$ cat config.mk
export PLATFORM = sky130hd
export DESIGN_NAME = smr_top
export DESIGN_NICKNAME = d
export VERILOG_FILES = /design/src/smr_pkg.sv /design/src/smr_sync.sv /design/src/smr_fifo.sv /design/src/smr_top.sv
export SDC_FILE = /design/constraint.sdc
export NUM_CORES = 1
export LEC_CHECK = 0
export BUFFER_PORTS_ARGS = -buffer_cell sky130_fd_sc_hd__buf_2
export CAP_MARGIN = 20
export CORE_ASPECT_RATIO = 0.5
export CORE_MARGIN = 5
export CORE_UTILIZATION = 55
export DETAILED_ROUTE_END_ITERATION = 8
export PLACE_DENSITY = 0.74
export SYNTH_ARGS = -nofsm -noshare
export SYNTH_HDL_FRONTEND = slang
export SYNTH_HIERARCHICAL = 1
export SYNTH_SLANG_ARGS = --single-unit
$ cat constraint.sdc
create_clock -name CLK_I -period 7.5 [get_ports CLK_I]
set_input_delay 0 -clock CLK_I [delete_from_list [all_inputs] [get_ports CLK_I]]
set_output_delay 0 -clock CLK_I [all_outputs]
set_load 0.01 [all_outputs]
$ cat src/smr_pkg.sv
/*
  Constants and types shared by the synchronous master serial receiver:
  register offsets, bit positions, reset values, character sizes and the
  shift state encoding.
  Assumes an 8-bit register port with a 3-bit word address.
*/
`default_nettype none

package smr_pkg;

  // Register word addresses.
  localparam logic [2:0] ADDR_STATUS = 3'h0;  // Receive status and control.
  localparam logic [2:0] ADDR_DATA   = 3'h1;  // Receive data, pops on read.
  localparam logic [2:0] ADDR_BRG_LO = 3'h2;  // Baud divisor low byte.
  localparam logic [2:0] ADDR_BRG_HI = 3'h3;  // Baud divisor high byte.
  localparam logic [2:0] ADDR_MODE   = 3'h4;  // Master and counter mode bits.
  localparam logic [2:0] ADDR_PIE    = 3'h5;  // Peripheral interrupt enables.
  localparam logic [2:0] ADDR_PIR    = 3'h6;  // Peripheral interrupt flags.
  localparam logic [2:0] ADDR_GIC    = 3'h7;  // Global interrupt control.

  // Bit positions inside the status and control register.
  localparam int BIT_SERIAL_PORT_ENABLE  = 7;  // Serial port enable.
  localparam int BIT_NINE  = 6;  // Nine-bit receive enable.
  localparam int BIT_SINGLE_RECEIVE_ENABLE  = 5;  // Single receive enable.
  localparam int BIT_CONTINUOUS_RECEIVE_ENABLE  = 4;  // Continuous receive enable.
  localparam int BIT_OVERRUN_ERROR_FLAG  = 1;  // Overrun error flag.
  localparam int BIT_NINTH = 0;  // Received ninth bit.
  // Bit positions of the other registers.
  localparam int BIT_CLOCK_SOURCE_MASTER_SELECT  = 7;  // Clock source master select.
  localparam int BIT_WIDE  = 3;  // Wide baud counter select.
  localparam int BIT_HSPD  = 2;  // High speed baud select.
  localparam int BIT_RECEIVE_INTERRUPT_ENABLE  = 5;  // Receive interrupt enable.
  localparam int BIT_RECEIVE_PENDING_FLAG  = 5;  // Receive pending flag.
  localparam int BIT_GIE   = 7;  // Global interrupt enable.
  localparam int BIT_PERIPHERAL_INTERRUPT_ENABLE  = 6;  // Peripheral interrupt enable.

  // Reset values.
  localparam logic [7:0] RST_REG  = 8'h00;  // Every control register.
  localparam logic [7:0] RST_BYTE = 8'h00;  // Read data and divisor bytes.

  // Character sizes in bits and FIFO depth.
  localparam logic [3:0] CHAR_BITS_8 = 4'h8;
  localparam logic [3:0] CHAR_BITS_9 = 4'h9;
  localparam logic [1:0] FIFO_DEPTH  = 2'h2;

  // Shift engine states.
  typedef enum logic [1:0] {
    ST_IDLE = 2'b00,  // No clock issued, line idles low.
    ST_HIGH = 2'b01,  // Leading half of a bit clock.
    ST_LOW  = 2'b10   // Trailing half of a bit clock.
  } smr_state_t;

endpackage

`default_nettype wire

$ cat src/smr_sync.sv
/*
  Two flip-flop synchroniser for levels entering the core clock domain.
  Assumes the input changes no faster than a few core clocks.
*/
`timescale 1ns/1ps
`default_nettype none

module smr_sync #(
  parameter int W = 1  // Number of independent levels.
) (
  input  wire logic         clk_i,
  input  wire logic         arst_n_i,
  input  wire logic [W-1:0] d_i,
  output var  logic [W-1:0] q_o
);

  logic [W-1:0] meta_r;  // First stage, read only by the second stage.

  // The clock enable is deliberately not applied here so that the pin
  // value is fresh the moment the core is enabled again.
  always_ff @(posedge clk_i or negedge arst_n_i) begin
    if (!arst_n_i) begin
      meta_r <= '0;
      q_o    <= '0;
    end else begin
      meta_r <= d_i;
      q_o    <= meta_r;
    end
  end

endmodule // smr_sync

`default_nettype wire

$ cat src/smr_fifo.sv
/*
  Two-entry receive FIFO. Holds whole characters; the head is always
  visible. A push into a full FIFO is ignored and never overwrites.
  Assumes push and pop are single-cycle requests on the core clock.
*/
`timescale 1ns/1ps
`default_nettype none

module smr_fifo
  import smr_pkg::*;
#(
  parameter int W = 9  // Character width including the ninth bit.
) (
  input  wire logic         clk_i,
  input  wire logic         arst_n_i,
  input  wire logic         ce_i,
  input  wire logic         flush_i,
  input  wire logic         push_i,
  input  wire logic [W-1:0] din_i,
  input  wire logic         pop_i,
  output var  logic [W-1:0] head_o,
  output var  logic         empty_o,
  output var  logic         full_o
);

  logic [W-1:0] mem_r   [2];  // Character storage.
  logic [W-1:0] mem_nxt [2];
  logic         rp_r;         // Index of the oldest character.
  logic         rp_nxt;
  logic [1:0]   cnt_r;        // Characters held, 0 to 2.
  logic [1:0]   cnt_nxt;
  logic         push_ok;      // Push that finds room.
  logic         pop_ok;       // Pop that finds data.

  // Next state: a flush beats everything, full refuses the push.
  always_comb begin
    mem_nxt = mem_r;
    push_ok = push_i && !full_o;
    pop_ok  = pop_i && !empty_o;
    rp_nxt  = rp_r;
    cnt_nxt = cnt_r;
    if (flush_i) begin
      rp_nxt  = 1'b0;
      cnt_nxt = 2'h0;
    end else begin
      if (push_ok) begin
        mem_nxt[rp_r ^ cnt_r[0]] = din_i;
      end
      if (pop_ok) begin
        rp_nxt = ~rp_r;
      end
      cnt_nxt = cnt_r + {1'b0, push_ok} - {1'b0, pop_ok};
    end
  end

  // Registers, frozen while the clock enable is low.
  always_ff @(posedge clk_i or negedge arst_n_i) begin
    if (!arst_n_i) begin
      mem_r <= '{default: '0};
      rp_r  <= 1'b0;
      cnt_r <= 2'h0;
    end else if (ce_i) begin
      mem_r <= mem_nxt;
      rp_r  <= rp_nxt;
      cnt_r <= cnt_nxt;
    end
  end

  assign head_o  = mem_r[rp_r];
  assign empty_o = (cnt_r == 2'h0);
  assign full_o  = (cnt_r == FIFO_DEPTH);

endmodule // smr_fifo

`default_nettype wire

$ cat src/smr_top.sv
/*
  Synchronous master serial receiver. Drives the shift clock, samples
  the data pin on the trailing clock edge, stores whole characters of 8
  or 9 bits in a two-entry FIFO and flags overrun.
  Assumes a single-cycle register port, a slave that changes data on the
  rising clock edge, and a half bit period of at least three core clocks
  so the synchronised data is settled at the sampling point.
*/
// Our own choices: the plain strobed port and the address map.
`timescale 1ns/1ps
`default_nettype none

module smr_top
  import smr_pkg::*;
#(
  parameter int CW = 16  // Width of the half-period counter.
) (
  input  wire logic       CLK_I,
  input  wire logic       ARST_N_I,
  input  wire logic       CE_I,
  input  wire logic [2:0] ADDR_I,
  input  wire logic [7:0] WDATA_I,
  input  wire logic       WR_I,
  input  wire logic       RD_I,
  output var  logic [7:0] RDATA_O,
  output var  logic       IRQ_O,
  output var  logic       SCLK_O,
  output var  logic       SCLK_OE_O,
  input  wire logic       SDATA_I,
  output var  logic       SDATA_O,
  output var  logic       SDATA_OE_O
);

  ////////////////////////////////////////////////////////////////////////
  // Declarations.

  logic          serial_port_enable_r, serial_port_enable_nxt;      // Serial port enable.
  logic          nine_r, nine_nxt;      // Nine-bit receive enable.
  logic          single_receive_enable_r, single_receive_enable_nxt;      // Single receive enable.
  logic          continuous_receive_enable_r, continuous_receive_enable_nxt;      // Continuous receive enable.
  logic          clock_source_master_select_r, clock_source_master_select_nxt;      // Master clock source select.
  logic          wide_r, wide_nxt;      // Sixteen-bit divisor select.
  logic          hspd_r, hspd_nxt;      // Stored only; no effect when synchronous.
  logic [7:0]    brg_lo_r, brg_lo_nxt;  // Divisor low byte.
  logic [7:0]    brg_hi_r, brg_hi_nxt;  // Divisor high byte.
  logic          receive_interrupt_enable_r, receive_interrupt_enable_nxt;      // Receive interrupt enable.
  logic          gie_r, gie_nxt;        // Global interrupt enable.
  logic          peripheral_interrupt_enable_r, peripheral_interrupt_enable_nxt;      // Peripheral interrupt enable.

  smr_state_t    st_r, st_nxt;          // Shift engine state.
  logic [CW-1:0] cnt_r, cnt_nxt;        // Half-period countdown.
  logic [3:0]    bits_r, bits_nxt;      // Bits sampled so far.
  logic [8:0]    rsr_r, rsr_nxt;        // Receive shift register.
  logic          sclk_r, sclk_nxt;      // Shift clock level.

  logic          overrun_error_flag_r, overrun_error_flag_nxt;      // Overrun error flag.
  logic          ovcont_r, ovcont_nxt;  // Overrun happened in continuous mode.
  logic          irq_r, irq_nxt;        // Interrupt request.
  logic [7:0]    rdata_r, rdata_nxt;    // Read data, valid one cycle.
  logic          oe_r, oe_nxt;          // Clock pin driver enable.
  logic          dout_r;                // Data pin driver, idle in receive.

  logic          sdat_s;                // Synchronised data pin.
  logic          run;                   // Reception requested and allowed.
  logic          cmp;                   // A character completes this cycle.
  logic [CW-1:0] div;                   // Selected half-period reload.
  logic [3:0]    nbits;                 // Bits per character.
  logic [8:0]    chr;                   // Completed character, LSB aligned.
  logic          rd_data;               // Read of the data register.
  logic          wr_stat;               // Write of the status register.
  logic [8:0]    head;                  // Oldest unread character.
  logic          empty, full;           // FIFO occupancy.

  ////////////////////////////////////////////////////////////////////////
  // Pin synchroniser and FIFO.

  // The data pin is asynchronous to the core clock.
  smr_sync #(.W(1)) u_sync (
    .clk_i    (CLK_I),
    .arst_n_i (ARST_N_I),
    .d_i      (SDATA_I),
    .q_o      (sdat_s)
  );

  // Completed characters are refused while overrun stands.
  smr_fifo #(.W(9)) u_fifo (
    .clk_i    (CLK_I),
    .arst_n_i (ARST_N_I),
    .ce_i     (CE_I),
    .flush_i  (!serial_port_enable_r),
    .push_i   (cmp && !overrun_error_flag_r),
    .din_i    (chr),
    .pop_i    (rd_data),
    .head_o   (head),
    .empty_o  (empty),
    .full_o   (full)
  );

  ////////////////////////////////////////////////////////////////////////
  // Register writes.

  assign rd_data = RD_I && (ADDR_I == ADDR_DATA);
  assign wr_stat = WR_I && (ADDR_I == ADDR_STATUS);

  // Software writes; completion of a character clears single receive,
  // and that clear wins over a write in the same cycle.
  always_comb begin
    serial_port_enable_nxt   = serial_port_enable_r;
    nine_nxt   = nine_r;
    single_receive_enable_nxt   = single_receive_enable_r;
    continuous_receive_enable_nxt   = continuous_receive_enable_r;
    clock_source_master_select_nxt   = clock_source_master_select_r;
    wide_nxt   = wide_r;
    hspd_nxt   = hspd_r;
    brg_lo_nxt = brg_lo_r;
    brg_hi_nxt = brg_hi_r;
    receive_interrupt_enable_nxt   = receive_interrupt_enable_r;
    gie_nxt    = gie_r;
    peripheral_interrupt_enable_nxt   = peripheral_interrupt_enable_r;
    if (!WR_I) begin
      // Nothing written.
    end else if (ADDR_I == ADDR_STATUS) begin
      // Overrun and ninth bit are not writable.
      serial_port_enable_nxt = WDATA_I[BIT_SERIAL_PORT_ENABLE];
      nine_nxt = WDATA_I[BIT_NINE];
      single_receive_enable_nxt = WDATA_I[BIT_SINGLE_RECEIVE_ENABLE];
      continuous_receive_enable_nxt = WDATA_I[BIT_CONTINUOUS_RECEIVE_ENABLE];
    end else if (ADDR_I == ADDR_BRG_LO) begin
      brg_lo_nxt = WDATA_I;
    end else if (ADDR_I == ADDR_BRG_HI) begin
      brg_hi_nxt = WDATA_I;
    end else if (ADDR_I == ADDR_MODE) begin
      clock_source_master_select_nxt = WDATA_I[BIT_CLOCK_SOURCE_MASTER_SELECT];
      wide_nxt = WDATA_I[BIT_WIDE];
      hspd_nxt = WDATA_I[BIT_HSPD];
    end else if (ADDR_I == ADDR_PIE) begin
      receive_interrupt_enable_nxt = WDATA_I[BIT_RECEIVE_INTERRUPT_ENABLE];
    end else if (ADDR_I == ADDR_GIC) begin
      gie_nxt  = WDATA_I[BIT_GIE];
      peripheral_interrupt_enable_nxt = WDATA_I[BIT_PERIPHERAL_INTERRUPT_ENABLE];
    end
    if (cmp) begin
      single_receive_enable_nxt = 1'b0;
    end
  end

  // Control registers.
  always_ff @(posedge CLK_I or negedge ARST_N_I) begin
    if (!ARST_N_I) begin
      {serial_port_enable_r, nine_r, single_receive_enable_r, continuous_receive_enable_r, clock_source_master_select_r, wide_r, hspd_r} <= RST_REG[6:0];
      brg_lo_r <= RST_BYTE;
      brg_hi_r <= RST_BYTE;
      {receive_interrupt_enable_r, gie_r, peripheral_interrupt_enable_r} <= RST_REG[2:0];
    end else if (CE_I) begin
      {serial_port_enable_r, nine_r, single_receive_enable_r, continuous_receive_enable_r} <= {serial_port_enable_nxt, nine_nxt, single_receive_enable_nxt, continuous_receive_enable_nxt};
      {clock_source_master_select_r, wide_r, hspd_r} <= {clock_source_master_select_nxt, wide_nxt, hspd_nxt};
      brg_lo_r <= brg_lo_nxt;
      brg_hi_r <= brg_hi_nxt;
      {receive_interrupt_enable_r, gie_r, peripheral_interrupt_enable_r} <= {receive_interrupt_enable_nxt, gie_nxt, peripheral_interrupt_enable_nxt};
    end
  end

  ////////////////////////////////////////////////////////////////////////
  // Shift engine.

  assign div   = wide_r ? CW'({brg_hi_r, brg_lo_r}) : CW'(brg_lo_r);
  assign nbits = nine_r ? CHAR_BITS_9 : CHAR_BITS_8;
  assign run   = serial_port_enable_r && clock_source_master_select_r && (single_receive_enable_r || continuous_receive_enable_r);
  // Bits arrive LSB first and enter at the top, so eight-bit data ends up
  // one place high and is shifted down on completion.
  assign chr   = nine_r ? rsr_r : {1'b0, rsr_r[8:1]};

  // Rising edge is the leading edge, falling edge samples the pin.
  always_comb begin
    st_nxt   = st_r;
    cnt_nxt  = cnt_r;
    bits_nxt = bits_r;
    rsr_nxt  = rsr_r;
    sclk_nxt = sclk_r;
    cmp      = 1'b0;
    if (!run) begin
      // Losing both enables mid-character drops the partial character.
      st_nxt   = ST_IDLE;
      sclk_nxt = 1'b0;
      bits_nxt = 4'h0;
    end else begin
      case (st_r)
        ST_IDLE: begin
          if (!overrun_error_flag_r) begin
            st_nxt   = ST_HIGH;
            sclk_nxt = 1'b1;
            cnt_nxt  = div;
            bits_nxt = 4'h0;
          end
        end
        ST_HIGH: begin
          if (cnt_r == '0) begin
            st_nxt   = ST_LOW;
            sclk_nxt = 1'b0;
            rsr_nxt  = {sdat_s, rsr_r[8:1]};
            bits_nxt = bits_r + 4'h1;
            cnt_nxt  = div;
          end else begin
            cnt_nxt = cnt_r - CW'(1);
          end
        end
        ST_LOW: begin
          if (cnt_r != '0) begin
            cnt_nxt = cnt_r - CW'(1);
          end else if (bits_r == nbits) begin
            // Whole character in; continuous mode restarts from idle.
            st_nxt = ST_IDLE;
            cmp    = 1'b1;
          end else begin
            st_nxt   = ST_HIGH;
            sclk_nxt = 1'b1;
            cnt_nxt  = div;
          end
        end
        default: begin
          st_nxt   = ST_IDLE;
          sclk_nxt = 1'b0;
        end
      endcase
    end
  end

  // Shift engine registers.
  always_ff @(posedge CLK_I or negedge ARST_N_I) begin
    if (!ARST_N_I) begin
      st_r   <= ST_IDLE;
      cnt_r  <= '0;
      bits_r <= 4'h0;
      rsr_r  <= 9'h000;
      sclk_r <= 1'b0;
    end else if (CE_I) begin
      st_r   <= st_nxt;
      cnt_r  <= cnt_nxt;
      bits_r <= bits_nxt;
      rsr_r  <= rsr_nxt;
      sclk_r <= sclk_nxt;
    end
  end

  ////////////////////////////////////////////////////////////////////////
  // Overrun, interrupt, read data and pin drivers.

  // Clear first, then set, so a new overrun is never lost to a clear.
  always_comb begin
    overrun_error_flag_nxt   = overrun_error_flag_r;
    ovcont_nxt = ovcont_r;
    if (!serial_port_enable_r) begin
      overrun_error_flag_nxt = 1'b0;
    end else if (ovcont_r ? !continuous_receive_enable_r : rd_data) begin
      overrun_error_flag_nxt = 1'b0;
    end
    if (cmp && full && !overrun_error_flag_r) begin
      overrun_error_flag_nxt   = 1'b1;
      ovcont_nxt = continuous_receive_enable_r;
    end
    // Pending follows FIFO occupancy; the request needs all enables.
    irq_nxt = !empty && receive_interrupt_enable_r && gie_r && peripheral_interrupt_enable_r;
    oe_nxt  = serial_port_enable_r && clock_source_master_select_r;
    rdata_nxt = RST_BYTE;
    if (!RD_I) begin
      rdata_nxt = RST_BYTE;
    end else if (ADDR_I == ADDR_STATUS) begin
      rdata_nxt = {serial_port_enable_r, nine_r, single_receive_enable_r, continuous_receive_enable_r, 2'b00,
                   overrun_error_flag_r, head[8]};
    end else if (ADDR_I == ADDR_DATA) begin
      rdata_nxt = head[7:0];
    end else if (ADDR_I == ADDR_BRG_LO) begin
      rdata_nxt = brg_lo_r;
    end else if (ADDR_I == ADDR_BRG_HI) begin
      rdata_nxt = brg_hi_r;
    end else if (ADDR_I == ADDR_MODE) begin
      rdata_nxt = {clock_source_master_select_r, 3'b000, wide_r, hspd_r, 2'b00};
    end else if (ADDR_I == ADDR_PIE) begin
      rdata_nxt = {2'b00, receive_interrupt_enable_r, 5'h00};
    end else if (ADDR_I == ADDR_PIR) begin
      rdata_nxt = {2'b00, !empty, 5'h00};
    end else begin
      rdata_nxt = {gie_r, peripheral_interrupt_enable_r, 6'h00};
    end
  end

  // Status registers and registered outputs.
  always_ff @(posedge CLK_I or negedge ARST_N_I) begin
    if (!ARST_N_I) begin
      overrun_error_flag_r   <= 1'b0;
      ovcont_r <= 1'b0;
      irq_r    <= 1'b0;
      rdata_r  <= RST_BYTE;
      oe_r     <= 1'b0;
      dout_r   <= 1'b0;
    end else if (CE_I) begin
      overrun_error_flag_r   <= overrun_error_flag_nxt;
      ovcont_r <= ovcont_nxt;
      irq_r    <= irq_nxt;
      rdata_r  <= rdata_nxt;
      oe_r     <= oe_nxt;
      dout_r   <= 1'b0;
    end
  end

  assign RDATA_O    = rdata_r;
  assign IRQ_O      = irq_r;
  assign SCLK_O     = sclk_r;
  assign SCLK_OE_O  = oe_r;
  assign SDATA_O    = dout_r;
  assign SDATA_OE_O = dout_r;
endmodule // smr_top

`default_nettype wire

==> out/qor.csv, run 1 <==
stage,metric,value,unit
power,Static Leak,0.002542,µW
detailed_routing,Remaining DRCs,0,
cells_and_area,layout cells sized above 1,26.60,%
cts,Post-CTS Setup Inserts,0,
critical_path,reg-to-reg startpoint,cnt_r[0],
sta,relative slew slack,38.68,%
critical_path,element type at the critical path start,register,
critical_path,Worst Reg-to-Reg Cells,12,
sta,fin crit period,3.088,ns
critical_path,crit path cell chain,inv_1 > ha_1 > nor4b_1 > nand4_1 > nor4_1 > nand2b_1 > ha_1 > inv_1 > ha_1 > xor2_1 > o21ai_0 > a22o_1,
critical_path,crit-path max FO,4,
sta,max frequency,323.8,MHz
critical_path,Worst R2R Setup Slack,4.41,ns
detailed_routing,average vias per placed instance,6.144,
power,clock share of power,31.2,%
detailed_routing,vias,3791,
synth,number of synthesized flops with an enable pin,0,
critical_path,FF-to-FF End,u_fifo/cnt_r[1],
synth,Ys Warns,6,
detailed_routing,first drt pass iteration count,5,
floorplan,Initial Util,56.68,%
cts,clk buf depth,2,
grt,total congestion overflow,0,
sta,final slew viol count,0,
placement,# port buffers,27,
power,Net Switching,529.9,µW
cts,Clk Tree Root Cell,clkbuf_16,
sta,worst hold slack,0.03063,ns
critical_path,worst setup path end,u_fifo/cnt_r[1],
grt,GRT Total Usage,21.96,%
floorplan,Die Width,144.4,µm
cells_and_area,Finished Layout Cells,617,
floorplan,DIE HEIGHT,77.22,µm
detailed_routing,drt initial violations,385,
power,VDD IR-drop max,128.2,µV
detailed_routing,ANT nets after route,0,
cts,clk sinks,93,
synth,Syn Std Cell Area,4970,µm²
critical_path,crit path DAT,3.32,ns
critical_path,Slowest Stage Delay on Critical Path,0.48,ns
placement,Detail Placement HPWL,7911,µm
grt,vias in the first global route,3581,
power,switching fraction of total power,33.39,%
sta,RSZ-0062 raised after global routing,false,
cts,Clock transition at path regs,0.07,ns
critical_path,"Top cell by count, worst path",ha_1,
cts,Clock Latency Late Sink,0.35,ns
cts,H-Tree Depth,3,
floorplan,FP Rows,24,
placement,GP Congestion,0.8745,
floorplan,core area,8768,µm²
synth,Synth Flop Type,dfrtp_1,
power,Internal Power,1057,µW
power,Power Total,1587,µW
sta,worst slew pin tran,0.9181,ns
critical_path,"Max stage delay cell, worst path",nor4_1,
grt,first-pass GRT wire length,19200,µm
critical_path,crit path from,cnt_r[0],
detailed_routing,Wirelength per Cell,18.57,µm
hold_path,Hold Path Class,primary input to register,
cells_and_area,most frequent cells in the layout,"dfrtp_1, mux2_2, o21ai_0",
synth,ys async rst share,100.0,%
sta,Final setup viols,0,
cells_and_area,Final Net Count,523,
cts,PostCTS Resize Cnt,0,
detailed_routing,WL final,11460,µm
critical_path,Crit Path Category,register to register,
cells_and_area,Area growth syn-to-layout,13.22,%
cts,CTS tree,yes,
critical_path,Critical Path Stages,12,
synth,Mapped Avg Cell Area,10.66,µm²
grt,antenna violations before repair,0,
critical_path,CP required,7.73,ns
power,Flop pwr share,42.7,%
power,Cell Pwr Density,282.0,nW/µm²
sta,Final period util,41.17,%
sta,final hold viol count,0,
synth,register bit count reported by yosys,93,
critical_path,CP top delay family,simple AND/OR/NAND/NOR gates,
floorplan,I/O pins,30,
cells_and_area,"commonest non-fill, non-tap cell in the layout",dfrtp_1,
floorplan,die area,11150,µm²
sta,setup TNS,0,ns
cells_and_area,# diodes,0,
cts,CTS buffer count,9,
synth,synth unique cells,58,
synth,sequential element share of the synthesized area,46.83,%
grt,pin count of the biggest net entering global routing,80,
sta,clk_skew,0.006346,ns
placement,DP Cell Count,591,
critical_path,Bufs and invs on worst path,2,
power,Comb power frac,26.1,%
synth,Gate Count Post-Synth,466,
status,status,"complete, no violations",
run,MaxCap Viol Count,0,
critical_path,Crit. End Element,register,
-- sequential cells by signal, indices dropped and copies added, names as in the netlist, 2 cells and up --
signal        cells
cnt_r            16
st_r              2
rsr_r             9
u_fifo/mem_r     18
brg_hi_r          8
RDATA_O           8
u_fifo/cnt_r      2
bits_r            4
brg_lo_r          8
-- logic make-up after synthesis --
| logic type | synth area share, % |
|---|---|
| xor gates and xnor gates | 0.3525 |
| and+or+nand+nor | 14.00 |
| muxes | 18.20 |
| AOI/OAI and AO/OA | 14.50 |
| DFF | 46.83 |
| adders and majority gates | 2.518 |
| other | 0.07546 |
| buffers and inverters | 3.525 |
-- routing by layer --
metal | vias to the layer above | share of wire [%] | global-route usage, %
met2 | 115 | 46 | 32.36
li1 | 1773 | - | -
met3 | 8 | 6.6 | 6.588
met5 | - | 0 | 0
met4 | 0 | 0.56 | 3.073
met1 | 1895 | 47 | 32.72
-- layout make-up --
cell class,count,area [µm²]
fill,724,3142
multi-input combinational,332,2476
sequential,93,2327
timing repair buffer,40,280.3
clock buffer,10,239.0
tap,117,146.4
clock inverter,5,82.58
inverter,20,75.07
-- worst min-delay path by stage --
stage                     startpoint                       to  slack (ns)  cells after the start
after detailed placement    ARST_N_I               u_sync/q_o       -0.14                      1
after CTS                   ARST_N_I            u_sync/meta_r        0.03                      2
final                           RD_I               RDATA_O[2]        0.03                      3
after global routing            WR_I  single_receive_enable_r        0.05                      4
after global placement      ARST_N_I            u_sync/meta_r       -0.14                      1
after floorplan             ARST_N_I                    IRQ_O       -0.30                      0
-- power by group through the flow --
stage	registers, µW	logic [µW]	clock network (µW)
floorplan	646	320	0
CTS	676	409	502
global route	688	461	523
detailed placement	684	401	0
global placement	680	394	0
finish	678	414	495
-- metrics by stage --
stage	setup WS (ns)	instance area (µm²)	utilization [%]
5_1_grt	4.141	5627	64.17
3_3_place_gp	4.613	5177	59.05
4_1_cts	4.478	5599	63.86
6_report	4.412	5627	64.17
3_5_place_dp	4.487	5177	59.05
2_1_floorplan	4.965	4974	-
-- cell usage after synthesis (all sizes together) (6+ instances only) --
cell	instances	area (µm²)
mux2	75	844.6
mux2i	6	60.06
o22ai	8	50.05
nand3	14	70.07
buf	12	62.56
ha	10	125.1
or3	6	42.54
nor4	8	65.06
a31oi	6	37.54
dfrtp	93	2327
nand2	22	82.58
o21ai	39	195.2
o2bb2ai	12	105.1
clkbuf	10	37.54
nor3	13	75.07
a21oi	21	116.4
inv	20	75.07
nor2	28	105.1
-- worst register-to-register path: stages (launching register included) --
cell and delay (ns):
dfrtp_1 0.40, inv_1 0.10, ha_1 0.15, nor4b_1 0.47, nand4_1 0.24, nor4_1 0.48
nand2b_1 0.11, ha_1 0.30, inv_1 0.06, ha_1 0.15, xor2_1 0.20, o21ai_0 0.11
a22o_1 0.22
-- timing repair --
item | in CTS | in global routing
hold buffers | 10 | 0
endpoints found under the hold margin | 41 | 0
endpoints found under the setup margin | 0 | 0
No activity file was read; power rests on OpenSTA's default activity.
==> run 2, diff against run 1 <==
--- a/config.mk
+++ b/config.mk
@@ -5,13 +5,14 @@
 export SDC_FILE = /design/constraint.sdc
 export NUM_CORES = 1
 export LEC_CHECK = 0
+export ABC_AREA = 1
 export BUFFER_PORTS_ARGS = -buffer_cell sky130_fd_sc_hd__buf_2
 export CAP_MARGIN = 20
 export CORE_ASPECT_RATIO = 0.5
 export CORE_MARGIN = 5
 export CORE_UTILIZATION = 55
 export DETAILED_ROUTE_END_ITERATION = 8
-export PLACE_DENSITY = 0.74
+export PLACE_DENSITY = 0.77
 export SYNTH_ARGS = -nofsm -noshare
 export SYNTH_HDL_FRONTEND = slang
 export SYNTH_HIERARCHICAL = 1
==> constraint.sdc (replaced) <==
create_clock -name CLK_I -period 2.61 [get_ports CLK_I]
set_input_delay 0 -clock CLK_I [delete_from_list [all_inputs] [get_ports CLK_I]]
set_output_delay 0 -clock CLK_I [all_outputs]
set_load 0.01 [all_outputs]
==> out/qor.csv, run 2 <==
stage,metric,value,unit,change
sta,max frequency,419.8,MHz,+30%
cts,Clock transition at path regs,0.07,ns,about the same
cells_and_area,Area growth syn-to-layout,13.12,%,about the same
hold_path,Hold Path Class,primary input to register,,
cts,CTS tree,yes,,
placement,Detail Placement HPWL,9142,µm,+16%
synth,largest area contributor in the netlist,dfrtp_1,,
synth,Yosys top cell area share,43.19,%,-3.6 points
cells_and_area,most frequent cells in the layout,"nand2_1, dfrtp_1, inv_1",,
critical_path,Crit. End Element,register,,
sta,clk_skew,0.007584,ns,+0.001237 ns
detailed_routing,vias,4805,,+27%
synth,Syn Std Cell Area,5389,µm²,+8.4%
sta,Final setup viols,0,,unchanged
cells_and_area,Final Net Count,814,,+56%
cts,Clock Latency Late Sink,0.35,ns,about the same
grt,total congestion overflow,0,,unchanged
placement,GP Congestion,0.8909,,+1.9%
cells_and_area,Largest Register,u_fifo/mem_r,,
run,MaxCap Viol Count,0,,unchanged
critical_path,crit-path max FO,4,,unchanged
cells_and_area,layout cells sized above 1,10.62,%,-16 points
floorplan,Initial Util,56.67,%,about the same
cells_and_area,max reg flops,18,,unchanged
cts,H-Tree Depth,3,,unchanged
placement,DP Cell Count,901,,+52%
floorplan,Die Width,150.0,µm,+3.8%
sta,Final Worst Setup Slack,0.2277,ns,-4.184 ns
synth,ys async rst share,100.0,%,unchanged
cts,PostCTS Resize Cnt,0,,unchanged
power,Cell Pwr Density,793.6,nW/µm²,+180%
grt,antenna violations before repair,0,,unchanged
synth,Synth Flop Type,dfrtp_1,,
placement,post-placement setup slack,0.2754,ns,-4.211 ns
detailed_routing,WL final,12830,µm,+12%
synth,Gate Count Post-Synth,747,,+60%
floorplan,FP Rows,25,,+4.2%
detailed_routing,Remaining DRCs,0,,unchanged
cells_and_area,Finished Layout Cells,926,,+50%
cts,CTS buffer count,9,,unchanged
sta,Final period util,91.28,%,+50 points
floorplan,die area,12000,µm²,+7.6%
cts,clk sinks,93,,unchanged
critical_path,element type at the critical path start,register,,
cts,Clk Tree Root Cell,clkbuf_16,,
detailed_routing,Wirelength per Cell,13.86,µm,-25%
sta,fin crit period,2.382,ns,-0.7056 ns
sta,final slew viol count,0,,unchanged
grt,vias in the first global route,4657,,+30%
grt,GRT Total Usage,23.55,%,+1.6 points
synth,register bit count reported by yosys,93,,unchanged
floorplan,core area,9509,µm²,+8.4%
critical_path,Worst R2R Setup Slack,0.23,ns,-4.18 ns
sta,worst slew pin tran,0.5224,ns,-0.3957 ns
grt,first-pass GRT wire length,22210,µm,+16%
status,status,"complete, no violations",,
detailed_routing,first drt pass iteration count,5,,unchanged
synth,Ys Warns,6,,unchanged
detailed_routing,drt initial violations,341,,-11%
synth,synth unique cells,40,,-31%
detailed_routing,average vias per placed instance,5.189,,-16%
cells_and_area,biggest regs,"u_fifo/mem_r x18, cnt_r x16, rsr_r x9",,
synth,sequential element share of the synthesized area,43.19,%,-3.6 points
critical_path,crit path DAT,2.63,ns,-0.69 ns
grt,pin count of the biggest net entering global routing,94,,+18%
power,VDD IR-drop max,400.2,µV,+210%
synth,leading cell types by count after synthesis,"nand2_1, dfrtp_1, inv_1",,
sta,final hold viol count,0,,unchanged
floorplan,DIE HEIGHT,80.00,µm,+3.6%
synth,number of synthesized flops with an enable pin,0,,unchanged
critical_path,CP required,2.85,ns,-4.88 ns
sta,setup TNS,0,ns,unchanged
cells_and_area,"commonest non-fill, non-tap cell in the layout",nand2_1,,
cts,clk buf depth,2,,unchanged
placement,# port buffers,27,,unchanged
floorplan,I/O pins,30,,unchanged
sta,relative slew slack,65.17,%,+26 points
detailed_routing,ANT nets after route,0,,unchanged
critical_path,Worst Reg-to-Reg Cells,15,,+3
power,Static Leak,0.003205,µW,+26%
synth,Mapped Avg Cell Area,7.214,µm²,-32%
critical_path,Crit Path Category,register to register,,
synth,most numerous cell in the Yosys netlist,nand2_1,,
cells_and_area,# diodes,0,,unchanged
sta,RSZ-0062 raised after global routing,false,,
hold_path,hold depth,5,,+2
synth,Synth area leaders,"dfrtp_1, nand2_1, nand3_1",,
==> run 2: cell count changes after synthesis, sizes merged, moves of 32 or more <==
| cell | previous run | this run |
|---|---|---|
| o21ai | 39 | 71 |
| nand2 | 22 | 288 |
| mux2 | 75 | 0 |
| inv | 20 | 85 |
| nor2 | 28 | 73 |
| nand3 | 14 | 62 |
==> run 2: final timing paths <==
path | start | end
max | cnt_r[0] | u_fifo/cnt_r[1]
min | RD_I | RDATA_O[6]
max reg2reg | cnt_r[0] | u_fifo/cnt_r[1]
min reg2reg | u_sync/meta_r | u_sync/q_o
max in group asynchronous | ARST_N_I | cnt_r[14]
min in group asynchronous | ARST_N_I | cnt_r[4]
==> run 2: logic make-up after synthesis <==
group	after synthesis	share of synthesized area, %
AO/OA/AOI/OAI	99	10.33
AND/OR/NAND/NOR	437	35.22
flip-flops	93	43.19
buffers and inverters	101	7.894
adder cells (fa/ha/maj)	10	2.322
XOR/XNOR	6	0.9751
other	1	0.06959
==> run 2: layout make-up <==
cell class | count | area [µm²]
Timing Repair Buffer | 44 | 302.8
Multi-Input combinational cell | 554 | 2640
Sequential cell | 93 | 2327
Clock inverter | 6 | 112.6
Fill cell | 857 | 3413
Clock buffer | 9 | 225.2
Tap cell | 135 | 168.9
Inverter | 85 | 319.1
==> run 2: timing repair <==
action,CTS,global route
setup endpoints to repair,0,0
endpoints found under the hold margin,113,0
hold buffers,10,0
buffers inserted,0,0
==> run 2: power breakdown <==
part           switching (µW)  total, µW  internal, µW
clock network             560       1490           930
logic                     971       1460           490
registers                 227       1890          1660
total                    1760       4840          3080
==> run 2: critical path: stages (launching register included) <==
cell and delay, ns:
dfrtp_1 0.40, inv_1 0.12, ha_1 0.17, inv_1 0.04, nor2_1 0.08, nand2_1 0.09
nor2_4 0.13, nand2_4 0.06, nor3_2 0.27, nand2_4 0.11, ha_1 0.28, inv_1 0.04
ha_1 0.18, nand3b_1 0.16, nand3_1 0.09, nand2_1 0.05
==> run 2: per-stage QoR <==
stage	total power (µW)	util (%)	instance area (µm²)	hold WS, ns
after global routing	5199	64.11	6096	0.07668
after CTS	4854	64.11	6096	0.05856
final	4838	64.11	6096	0.06638
after detailed placement	3332	59.50	5658	0.09344
after global placement	3301	59.50	5658	0.08982
after floorplan	2941	-	5393	-0.2956
==> run 2: layer usage <==
| layer | global-route usage (%) | up-vias | share of wire (%) |
|---|---|---|---|
| met5 | 0 | - | 0 |
| met4 | 7.208 | 0 | 1.6 |
| met3 | 5.105 | 18 | 6.1 |
| met2 | 39.17 | 135 | 47 |
| met1 | 31.04 | 2215 | 45 |
| li1 | - | 2437 | - |
